==> config.mk <==
export PLATFORM = sky130hd
export DESIGN_NAME = sfcr_front_end
export DESIGN_NICKNAME = d
export VERILOG_FILES = /design/src/pkg/sfcr_pkg.sv /design/src/pkg/sfcr_bit_if.sv /design/src/logic/sfcr_front_end.sv /design/src/logic/sfcr_link.sv
export SDC_FILE = /design/constraint.sdc
export NUM_CORES = 1
export LEC_CHECK = 0
export BUFFER_PORTS_ARGS = -buffer_cell sky130_fd_sc_hd__clkbuf_2
export CAP_MARGIN = 20
export CORE_MARGIN = 2
export CORE_UTILIZATION = 40
export CTS_CLUSTER_DIAMETER = 30
export DETAILED_ROUTE_END_ITERATION = 6
export HOLD_SLACK_MARGIN = 0.06
export SYNTH_ARGS = -nofsm -noshare
export SYNTH_HDL_FRONTEND = slang
export SYNTH_SLANG_ARGS = --single-unit
==> constraint.sdc <==
create_clock -name CLK -period 2.4 [get_ports CLK]
set_clock_uncertainty 0.05 [all_clocks]
set_input_delay 0.48 -clock CLK [delete_from_list [all_inputs] [get_ports CLK]]
set_output_delay 0.48 -clock CLK [all_outputs]
set_load 0.02 [all_outputs]
==> src/pkg/sfcr_pkg.sv <==
/*
  sfcr_pkg: shared constants, opcodes, command attributes and the opcode
  decoder of the serial flash command and read front end.
  Assumes a 16-bit array address space and byte-wide serial transfers.
*/
package sfcr_pkg;

  // ----------------------------------------
  // array geometry and link constants
  // ----------------------------------------
  localparam int ADDR_W = 16;
  localparam int ADDR_BYTES = 3;
  localparam int BLK4_BYTES = 4096;
  localparam int BLK32_BYTES = 32768;
  localparam int PAGE_BYTES = 256;
  localparam logic [15:0] ARRAY_TOP = 16'hFFFF;
  localparam logic [15:0] MASK_NONE = 16'hFFFF;
  localparam logic [15:0] MASK_BLK4 = 16'(~(BLK4_BYTES - 1));
  localparam logic [15:0] MASK_BLK32 = 16'(~(BLK32_BYTES - 1));
  localparam int SLOW_READ_CLOCK_RATE_MHZ = 33;
  localparam int FULL_READ_CLOCK_RATE_MHZ = 70;
  localparam int SYNC_STAGES = 2;
  // synchroniser reset value, bits {hold_n, si, sck, cs_n}
  localparam logic [3:0] SYNC_RST = 4'h9;

  // ----------------------------------------
  // opcodes
  // ----------------------------------------
  localparam logic [7:0] OP_READ_FAST = 8'h0B;
  localparam logic [7:0] OP_READ_SLOW = 8'h03;
  localparam logic [7:0] OP_ERASE_4K = 8'h20;
  localparam logic [7:0] OP_ERASE_32K_A = 8'h52;
  localparam logic [7:0] OP_ERASE_32K_B = 8'hD8;
  localparam logic [7:0] OP_CHIP_ERASE_A = 8'h60;
  localparam logic [7:0] OP_CHIP_ERASE_B = 8'hC7;
  localparam logic [7:0] OP_CHIP_ERASE_OLD = 8'h62;
  localparam logic [7:0] OP_PROGRAM = 8'h02;
  localparam logic [7:0] OP_WRITE_EN = 8'h06;
  localparam logic [7:0] OP_WRITE_DIS = 8'h04;
  localparam logic [7:0] OP_OTP_PROGRAM = 8'h9B;
  localparam logic [7:0] OP_OTP_READ = 8'h77;
  localparam logic [7:0] OP_STATUS_READ = 8'h05;
  localparam logic [7:0] OP_STATUS_WRITE = 8'h01;
  localparam logic [7:0] OP_ID_READ = 8'h9F;
  localparam logic [7:0] OP_ID_READ_OLD = 8'h15;
  localparam logic [7:0] OP_POWER_DOWN = 8'hB9;
  localparam logic [7:0] OP_RESUME = 8'hAB;

  // ----------------------------------------
  // command attributes
  // ----------------------------------------
  typedef enum logic [1:0] {
    PH_NONE = 2'b00,
    PH_IN = 2'b01,
    PH_OUT = 2'b10
  } sfcr_phase_t;

  typedef enum logic [1:0] {
    SRC_ARRAY = 2'b00,
    SRC_OTP = 2'b01,
    SRC_STATUS = 2'b10,
    SRC_ID = 2'b11
  } sfcr_src_t;

  typedef struct packed {
    logic known;
    logic addr3;
    logic [1:0] dummy;
    sfcr_phase_t phase;
    sfcr_src_t src;
    logic [15:0] mask;
  } sfcr_cmd_t;

  localparam sfcr_cmd_t CMD_NONE = '{known: 1'b0, addr3: 1'b0, dummy: 2'h0,
    phase: PH_NONE, src: SRC_ARRAY, mask: 16'hFFFF};

  // maps an opcode onto its header layout and data phase
  function automatic sfcr_cmd_t sfcr_decode(input logic [7:0] op);
    sfcr_cmd_t d;
    d = CMD_NONE;
    d.known = 1'b1;
    case (op)
      OP_READ_FAST: begin
        d.addr3 = 1'b1;
        d.dummy = 2'h1;
        d.phase = PH_OUT;
      end
      OP_READ_SLOW: begin
        d.addr3 = 1'b1;
        d.phase = PH_OUT;
      end
      OP_ERASE_4K: begin
        d.addr3 = 1'b1;
        d.mask = MASK_BLK4;
      end
      OP_ERASE_32K_A, OP_ERASE_32K_B: begin
        d.addr3 = 1'b1;
        d.mask = MASK_BLK32;
      end
      OP_CHIP_ERASE_A, OP_CHIP_ERASE_B, OP_CHIP_ERASE_OLD: d.mask = MASK_NONE;
      OP_PROGRAM, OP_OTP_PROGRAM: begin
        d.addr3 = 1'b1;
        d.phase = PH_IN;
      end
      OP_OTP_READ: begin
        d.addr3 = 1'b1;
        d.dummy = 2'h2;
        d.phase = PH_OUT;
        d.src = SRC_OTP;
      end
      OP_STATUS_READ: begin
        d.phase = PH_OUT;
        d.src = SRC_STATUS;
      end
      OP_STATUS_WRITE: d.phase = PH_IN;
      OP_ID_READ, OP_ID_READ_OLD: begin
        d.phase = PH_OUT;
        d.src = SRC_ID;
      end
      OP_WRITE_EN, OP_WRITE_DIS, OP_POWER_DOWN, OP_RESUME: d.mask = MASK_NONE;
      default: d = CMD_NONE;
    endcase
    return d;
  endfunction : sfcr_decode

endpackage : sfcr_pkg

==> src/pkg/sfcr_bit_if.sv <==
/*
  sfcr_bit_if: serial bit events passed from the link sampler to the
  command sequencer. All signals are on the system clock.
*/
`timescale 1ns/1ns
interface sfcr_bit_if;
  logic sel;
  logic held;
  logic rise;
  logic fall;
  logic bit_in;
  logic start;
  logic stop;
  modport src (output sel, held, rise, fall, bit_in, start, stop);
  modport dst (input sel, held, rise, fall, bit_in, start, stop);
endinterface : sfcr_bit_if

==> src/logic/sfcr_front_end.sv <==
/*
  sfcr_front_end: serial command front end of a serial flash. Frames each
  operation by chip select, shifts in opcode, address and dummy bytes,
  decodes the opcode and streams read data out on the serial output.
  Assumes an outside byte source that answers SRC_ADDR and SRC_KIND with
  SRC_DATA by the next clock, and outside control logic that carries out
  erase, program, protection, status and power-down work.
*/
// Behaviour
// - sample input on serial clock rise, drive output on its fall
// - every byte travels most significant bit first
// - unknown opcode starts nothing, input ignored until reselect
// - select lost before header complete means nothing is performed
// - three address bytes taken, top byte discarded
// - 4 KB and 32 KB erase blocks, 256-byte program pages
// - two read opcodes; fast one adds one dummy byte
// - read address advances one byte per delivered byte
// - read address wraps from top to zero without pause
// - select release mid-byte stops the read, output floats
// - 4 KB erase opcode with three address bytes
// - two 32 KB erase opcodes with three address bytes
// - three chip erase opcodes without address
// - page program opcode with address and data bytes
// - security register program opcode with address and data
// - security register read with address and two dummy bytes
// - identification read opcode without address
// - legacy identification read and power-down resume opcodes
// - deselected: input ignored, output floating
// - hold freezes clock and input, output floats
`timescale 1ns/1ns
module sfcr_front_end #(
  parameter int STAGES = sfcr_pkg::SYNC_STAGES
) (
  // clock and reset
  input wire logic CLK,
  input wire logic RST_N,
  // serial pins
  input wire logic CS_N,
  input wire logic SCK,
  input wire logic SI,
  input wire logic HOLD_N,
  output logic SO,
  output logic SO_OE,
  // read byte source
  output logic [1:0] SRC_KIND,
  output logic [15:0] SRC_ADDR,
  input wire logic [7:0] SRC_DATA,
  // command hand-off
  output logic OP_START,
  output logic [7:0] OP_CODE,
  output logic [15:0] OP_ADDR,
  output logic OP_END,
  output logic OP_COMPLETE,
  // incoming data bytes
  output logic DIN_STB,
  output logic [7:0] DIN_BYTE,
  output logic [15:0] DIN_ADDR
);

  if (STAGES < 2) begin : g_bad_stages
    $error("sfcr_front_end needs at least two synchroniser stages");
  end

  // ----------------------------------------
  // declarations
  // ----------------------------------------
  typedef enum logic [2:0] {
    ST_IDLE = 3'b000,
    ST_OPC = 3'b001,
    ST_ADDR = 3'b010,
    ST_DUMMY = 3'b011,
    ST_DIN = 3'b100,
    ST_DOUT = 3'b101,
    ST_SKIP = 3'b110
  } sfcr_state_t;

  sfcr_bit_if lk ();

  sfcr_state_t state;
  sfcr_pkg::sfcr_cmd_t cmd;
  sfcr_pkg::sfcr_cmd_t dec;
  logic [2:0] bit_cnt;
  logic [1:0] byte_cnt;
  logic [7:0] sh;
  logic [7:0] next_sh;
  logic [15:0] addr;
  logic [15:0] next_addr;
  logic [7:0] so_sh;
  logic out_live;
  logic din_any;
  logic byte_done;
  logic hdr_end;
  logic complete;

  // ----------------------------------------
  // link sampler
  // ----------------------------------------
  sfcr_link #(
    .STAGES(STAGES)
  ) u_link (
    .clk(CLK),
    .rst_n(RST_N),
    .cs_n(CS_N),
    .sck(SCK),
    .si(SI),
    .hold_n(HOLD_N),
    .bits(lk.src)
  );

  // ----------------------------------------
  // helpers
  // ----------------------------------------
  // state that follows the dummy bytes
  function automatic sfcr_state_t phase_state(input sfcr_pkg::sfcr_cmd_t c);
    sfcr_state_t s;
    s = ST_SKIP;
    if (c.phase == sfcr_pkg::PH_OUT) begin
      s = ST_DOUT;
    end else if (c.phase == sfcr_pkg::PH_IN) begin
      s = ST_DIN;
    end
    return s;
  endfunction : phase_state

  // state that follows the complete address
  function automatic sfcr_state_t body_state(input sfcr_pkg::sfcr_cmd_t c);
    return (c.dummy != 2'h0) ? ST_DUMMY : phase_state(c);
  endfunction : body_state

  // byte assembly and decode of the byte now closing
  always_comb begin
    next_sh = {sh[6:0], lk.bit_in};
    next_addr = {addr[14:0], lk.bit_in};
    byte_done = lk.rise && (bit_cnt == 3'h7);
    dec = sfcr_pkg::sfcr_decode(next_sh);
    hdr_end = byte_done && (((state == ST_OPC) && dec.known && !dec.addr3)
      || ((state == ST_ADDR) && (byte_cnt == 2'h0)));
  end

  // header done, byte aligned, and data given where data is due
  assign complete = cmd.known && (state inside {ST_DIN, ST_DOUT, ST_SKIP})
    && (bit_cnt == 3'h0) && ((cmd.phase != sfcr_pkg::PH_IN) || din_any);

  // ----------------------------------------
  // command sequencer
  // ----------------------------------------
  always_ff @(posedge CLK or negedge RST_N) begin
    if (!RST_N) begin
      state <= ST_IDLE;
      cmd <= sfcr_pkg::CMD_NONE;
      bit_cnt <= 3'h0;
      byte_cnt <= 2'h0;
      sh <= 8'h00;
    end else if (lk.stop) begin
      state <= ST_IDLE;
    end else if (lk.start) begin
      state <= ST_OPC;
      cmd <= sfcr_pkg::CMD_NONE;
      bit_cnt <= 3'h0;
    end else if (lk.rise) begin
      bit_cnt <= bit_cnt + 3'h1;
      sh <= next_sh;
      if (bit_cnt == 3'h7) begin
        unique case (state)
          ST_IDLE, ST_SKIP, ST_DIN, ST_DOUT: begin
            state <= state;
          end
          ST_OPC: begin
            cmd <= dec;
            byte_cnt <= 2'(sfcr_pkg::ADDR_BYTES - 1);
            if (!dec.known) begin
              state <= ST_SKIP;
            end else if (dec.addr3) begin
              state <= ST_ADDR;
            end else begin
              state <= body_state(dec);
            end
            if (dec.known && !dec.addr3) begin
              byte_cnt <= dec.dummy - 2'h1;
            end
          end
          ST_ADDR: begin
            if (byte_cnt == 2'h0) begin
              state <= body_state(cmd);
              byte_cnt <= cmd.dummy - 2'h1;
            end else begin
              byte_cnt <= byte_cnt - 2'h1;
            end
          end
          ST_DUMMY: begin
            if (byte_cnt == 2'h0) begin
              state <= phase_state(cmd);
            end else begin
              byte_cnt <= byte_cnt - 2'h1;
            end
          end
          default: state <= ST_IDLE;
        endcase
      end
    end
  end

  // ----------------------------------------
  // address counter
  // ----------------------------------------
  always_ff @(posedge CLK or negedge RST_N) begin
    if (!RST_N) begin
      addr <= 16'h0000;
    end else if (lk.start) begin
      addr <= 16'h0000;
    end else if (lk.rise && (state == ST_ADDR)) begin
      addr <= next_addr;
    end else if (byte_done && (state == ST_DOUT)) begin
      addr <= addr + 16'h0001;
    end else if (byte_done && (state == ST_DIN)) begin
      addr <= {addr[15:8], addr[7:0] + 8'h01};
    end
  end

  assign SRC_ADDR = addr;
  assign SRC_KIND = cmd.src;

  // ----------------------------------------
  // command hand-off
  // ----------------------------------------
  always_ff @(posedge CLK or negedge RST_N) begin
    if (!RST_N) begin
      OP_START <= 1'b0;
      OP_CODE <= 8'h00;
      OP_ADDR <= 16'h0000;
      OP_END <= 1'b0;
      OP_COMPLETE <= 1'b0;
    end else begin
      OP_START <= 1'b0;
      OP_END <= 1'b0;
      if (lk.start) begin
        OP_COMPLETE <= 1'b0;
      end
      if (byte_done && (state == ST_OPC) && dec.known) begin
        OP_START <= 1'b1;
        OP_CODE <= next_sh;
      end
      if (hdr_end) begin
        // block base for erase, plain start address for other addressed commands, zero without address
        if (state == ST_ADDR) begin
          OP_ADDR <= next_addr & cmd.mask;
        end else begin
          OP_ADDR <= 16'h0000;
        end
      end
      if (lk.stop && (state != ST_IDLE)) begin
        OP_END <= 1'b1;
        OP_COMPLETE <= complete;
      end
    end
  end

  // ----------------------------------------
  // incoming data bytes
  // ----------------------------------------
  always_ff @(posedge CLK or negedge RST_N) begin
    if (!RST_N) begin
      DIN_STB <= 1'b0;
      DIN_BYTE <= 8'h00;
      DIN_ADDR <= 16'h0000;
      din_any <= 1'b0;
    end else begin
      DIN_STB <= 1'b0;
      if (lk.start) begin
        din_any <= 1'b0;
      end else if (byte_done && (state == ST_DIN)) begin
        DIN_STB <= 1'b1;
        DIN_BYTE <= next_sh;
        DIN_ADDR <= addr;
        din_any <= 1'b1;
      end
    end
  end

  // ----------------------------------------
  // serial output
  // ----------------------------------------
  // a new byte is loaded on the first fall of each byte, then shifted
  always_ff @(posedge CLK or negedge RST_N) begin
    if (!RST_N) begin
      SO <= 1'b0;
      so_sh <= 8'h00;
      out_live <= 1'b0;
    end else if (state != ST_DOUT) begin
      out_live <= 1'b0;
    end else if (lk.fall) begin
      out_live <= 1'b1;
      if (bit_cnt == 3'h0) begin
        SO <= SRC_DATA[7];
        so_sh <= {SRC_DATA[6:0], 1'b0};
      end else begin
        SO <= so_sh[7];
        so_sh <= {so_sh[6:0], 1'b0};
      end
    end
  end

  // output enable only while selected, not held, in a read data phase
  assign SO_OE = out_live && lk.sel && !lk.held && (state == ST_DOUT);

endmodule : sfcr_front_end

==> src/logic/sfcr_link.sv <==
/*
  sfcr_link: synchronises the serial pins to the system clock and turns
  them into select, hold and clock-edge events.
  Assumes the serial clock is several times slower than the system clock.
*/
`timescale 1ns/1ns
module sfcr_link #(
  parameter int STAGES = sfcr_pkg::SYNC_STAGES
) (
  // clock and reset
  input wire logic clk,
  input wire logic rst_n,
  // serial pins
  input wire logic cs_n,
  input wire logic sck,
  input wire logic si,
  input wire logic hold_n,
  // bit events
  sfcr_bit_if.src bits
);

  if (STAGES < 2) begin : g_bad_stages
    $error("sfcr_link needs at least two synchroniser stages");
  end

  logic [3:0] chain [STAGES];
  logic [3:0] pin;
  logic sck_d;
  logic cs_d;
  logic held;

  // ----------------------------------------
  // pin synchronisers
  // ----------------------------------------
  always_ff @(posedge clk or negedge rst_n) begin
    if (!rst_n) begin
      for (int i = 0; i < STAGES; i++) begin
        chain[i] <= sfcr_pkg::SYNC_RST;
      end
    end else begin
      chain[0] <= {hold_n, si, sck, cs_n};
      for (int i = 1; i < STAGES; i++) begin
        chain[i] <= chain[i-1];
      end
    end
  end

  assign pin = chain[STAGES-1];

  // edge history of clock and select
  always_ff @(posedge clk or negedge rst_n) begin
    if (!rst_n) begin
      sck_d <= 1'b0;
      cs_d <= 1'b1;
    end else begin
      sck_d <= pin[1];
      cs_d <= pin[0];
    end
  end

  // hold starts only while selected with the clock low; it ends then or at deselect
  always_ff @(posedge clk or negedge rst_n) begin
    if (!rst_n) begin
      held <= 1'b0;
    end else if (pin[0]) begin
      held <= 1'b0;
    end else if (!pin[1]) begin
      held <= !pin[3];
    end
  end

  // edges count only while selected and not held; either idle level works
  assign bits.sel = !pin[0];
  assign bits.held = held;
  assign bits.rise = !pin[0] && !held && pin[1] && !sck_d;
  assign bits.fall = !pin[0] && !held && !pin[1] && sck_d;
  assign bits.bit_in = pin[2];
  assign bits.start = cs_d && !pin[0];
  assign bits.stop = !cs_d && pin[0];

endmodule : sfcr_link

==> PnR_summary.wiki <==
{| class="wikitable"
! Metric !! Value
|-
| Run status || complete, but fails checks
|-
| Violated checks || setup timing
|-
| Peak supply drop || 0.522 mV
|-
| First-pass GRT wire length || 21300 um
|-
| Via count of the first global-routing pass || between 4000 and 5000
|-
| Share of synthesized area occupied by flip-flops and latches || 52.1%
|-
| Synthesized netlist cell count || 506
|-
| Fraction of synthesized area in multiplexers || 10.7%
|-
| Synthesized-area fraction occupied by ao, oa, aoi and oai cells || 15.1%
|-
| XOR/XNOR Fraction of Synth Area || 0.483%
|-
| Lkg Pwr || 3.55 nW
|-
| Synth top area cells || dfrtp_1 49%, mux2_2 8.5%, o21ai_0 3.7%
|-
| Count of inserted antenna diode cells || 0
|-
| Avg Inst Size Synth || ~11 um2
|-
| DR iter-0 viols || 204
|-
| Flip-flop cell with the highest count after synthesis || dfrtp_1
|-
| Sum Neg Setup Slack || -0.344 ns
|-
| Post-route DRC || 0
|-
| Unrepaired setup endpoints after global routing || yes
|-
| Via/cell ratio || 5.29
|-
| Number of violations of the max-capacitance limit || 0
|-
| Filler cell count || roughly 1200
|-
| I/O pin cnt || 86
|-
| Overall overflow remaining after global route || 0
|-
| Slew at the pin closest to its max-slew limit || around 0.57 ns
|-
| Post-route fraction of the period consumed by the critical path || 103%
|-
| Startpoint types || flip-flop
|-
| Global routing usage summed across all routing layers || 18.7%
|-
| Gr busiest metal || met2
|-
| Port Buffers || 85
|-
| Global Route met1 Usage || between 20 and 25%
|-
| Remaining number of nets flagged by the antenna check after routing || 0
|-
| Fraction of final layout cells sized beyond drive strength 1 || around 38%
|-
| Initial antenna violation count || 0
|-
| Clock edge transition at the registers on the reported setup and hold paths || roughly 0.050 ns
|-
| Dpl ws || -0.0827 ns
|-
| Clock root cell || clkbuf_16
|-
| Netlist Area Pre-Place || between 5000 and 6000 um2
|-
| Pin count of the biggest net entering global routing || 48
|-
| Worst path setup slack after routing || -0.0625 ns
|-
| Kind of capture point of the worst setup path || flip-flop
|-
| Total placed instance area || 6340 um2
|-
| Hold Fails Final Rpt || 0
|-
| Routed via count || 4336
|-
| Cell accounting for the most synthesized area || dfrtp_1
|-
| Number of buffers inserted during clock tree synthesis || 17
|-
| Clock latency at the later pin of the worst-skew pair || 0.41 ns
|-
| Ranking of synthesized cells by instance count || 106 x dfrtp_1, 41 x mux2_2, 40 x o21ai_0
|-
| GRT met2 Usage || a little over 30%
|-
| Most common cell in the synthesized netlist || dfrtp_1
|-
| Core region area || roughly 13000 um2
|-
| Main combinational cell family by area after synthesis || compound AO/OA/AOI/OAI gates
|-
| WL/cell || between 15 and 20 um
|-
| Final Hold Slack || 0.0979 ns
|-
| CTS tree || yes
|-
| Relative contribution of sequential cells to total power || 38.1%
|-
| Drt pass-1 iters || 4
|-
| Data arrival time at the worst-slack endpoint || 2.70 ns
|-
| Synth warnings || 0
|-
| Height of the die || around 120 um
|-
| Number of H-tree levels || 4
|-
| Detailed-placement wirelength estimate || 9050 um
|-
| Crit path kind || reg -> reg
|-
| Maximum net fanout on the critical path || 6
|-
| Setup Viol. Count Final || 8
|-
| Area share of the leading cell type in the synthesized netlist || 48.7%
|-
| Internal portion of total power || roughly 4.2 mW
|-
| Async S/R FF share, synth || 100%
|-
| Met3 routing resource usage after global routing || 4.10%
|-
| Switching Share || 27.8%
|-
| DIE WIDTH || 121 um
|-
| Headroom to the max-slew limit || 61.9%
|-
| GP Congestion || approximately 0.86
|-
| Core occupancy in the finished layout || 54.0%
|-
| Net count after synthesis || 534
|-
| Area enclosed by the die boundary || roughly 15000 um2
|-
| Share of synthesized cell area in and, or, nand and nor gates || 14.0%
|-
| Fin crit period || 2.46 ns
|-
| Clock network power share || 41.9%
|-
| Fraction of power consumed by combinational cells || 20.0%
|-
| Clock sink count || 113
|-
| Number of distinct library cell variants in the gate-level netlist after synthesis || 57
|-
| Count of pins over their slew limit || 0
|-
| Clk buf depth || 2
|-
| FF+latch count, synth || about 110
|-
| Routed wire length || 13300 um
|-
| Worst min-delay path category || in -> reg
|-
| Net total in the final layout || roughly 660
|-
| Number of enable-type register cells in the synthesized netlist || 0
|-
| Minimum setup slack among reg-to-reg paths || -0.06 ns
|-
| Data required, critical path || 2.64 ns
|-
| Top achievable clock speed || a little over 0.4 GHz
|-
| Power per Cell Area || 806 nW/um2
|-
| Switching Power || 1.60 mW
|-
| Number of placement rows || 42
|-
| P&R area growth vs syn || 31.4%
|-
| Final instance area || just over 7000 um2
|-
| Initial core utilization || 41.1%
|-
| Adder and majority gate portion of the synthesized area || 3.22%
|}
==> critical path, cell delays in order, from the launching register on <==
cell and delay, ns:
dfrtp_2 0.45, nor4_2 0.38, nor4b_1 0.47, a21oi_1 0.12
and3_4 0.22, a21oi_4 0.19, clkbuf_16 0.18, mux2_4 0.29
==> registers in the layout (all words and copies together), names as in the netlist, 2 cells and up <==
name	flops
cmd	7
u_link.chain	4
OP_CODE	8
bit_cnt	3
DIN_ADDR	16
SRC_KIND	2
DIN_BYTE	8
so_sh	7
OP_ADDR	16
state	3
sh	7
byte_cnt	2
u_link.pin	4
SRC_ADDR	16
==> power groups by stage <==
stage / Combinational (mW) / Sequential, mW / Clock, mW
finish: 1.15 / 2.20 / 2.42
CTS: 1.00 / 2.19 / 2.47
detailed placement: 0.991 / 2.22 / 0
global placement: 0.973 / 2.21 / 0
floorplan: 0.611 / 2.18 / 0
global route: 1.27 / 2.22 / 2.55
==> cells by family (layout without fill, tap and decap cells) <==
logic type	count (synthesis)	in the layout
adders and majority gates	14	14
buffers and inverters	53	191
muxes	53	53
AOI/OAI and AO/OA	126	126
xor gates and xnor gates	3	3
and+or+nand+nor	144	144
DFF	113	113
==> area by class of cell <==
type | count | area [um2] | area share (%)
Clock buffer | 21 | 460 | 6.44
Multi-Input combinational cell | 340 | 2500 | 35.0
Sequential cell | 113 | 2840 | 39.7
Inverter | 19 | 71.3 | 0.998
Tap cell | 176 | 220 | 3.08
Timing Repair Buffer | 140 | 943 | 13.2
Clock inverter | 11 | 113 | 1.58
==> per-layer routing <==
metal  wire length (um)  up-vias  part of all wire, %
met5                  0        -                    0
met4                303        0                  2.3
met3                551       23                  4.2
met2               6360      128                   48
met1               6040     2100                   46
li1                   -     2085                    -
==> path summary, 6_finish.rpt <==
check / start / endpoint / cells after the start
setup / recovery: sh[3] / OP_CODE[7] / 7
setup reg to reg: sh[3] / OP_CODE[7] / 7
max in group asynchronous: RST_N / cmd[13] / 3
hold reg to reg: u_link.chain[6] / u_link.pin[2] / 0
min in group asynchronous: RST_N / DIN_ADDR[13] / 2
hold / removal: HOLD_N / u_link.chain[7] / 1
==> layout by cell type (no fill, tap or decap), drive strengths merged, types with 5 or more instances in the layout <==
cell / netlist / layout
clkinv: 1 / 7
and2: 5 / 5
and3: 11 / 11
nand3: 15 / 15
nor3: 9 / 9
ha: 14 / 14
nor2: 26 / 26
mux2: 41 / 41
mux2i: 12 / 12
a31oi: 7 / 7
a21oi: 25 / 25
dfstp: 7 / 7
o21ai: 40 / 40
nand2: 39 / 39
buf: 13 / 54
nand2b: 7 / 7
a22o: 13 / 13
clkbuf: 21 / 106
nor2b: 5 / 5
dfrtp: 106 / 106
nor4b: 5 / 5
a21o: 8 / 8
inv: 18 / 18
==> metrics by stage <==
step                      cells  power (mW)
after detailed placement    779        3.21
after CTS                   813        5.66
after global routing        820        6.04
after floorplan             506        2.79
final                       820        5.76
after global placement      779        3.18
==> repair_timing <==
action	CTS	global route
hold buffers	1	0
gates cloned	0	1
setup endpoints to repair	9	35
resized for setup	2	30
buffers inserted	1	6
hold endpoints to repair	18	0
pin swaps	1	1
Power figures use the tool's default switching activity.
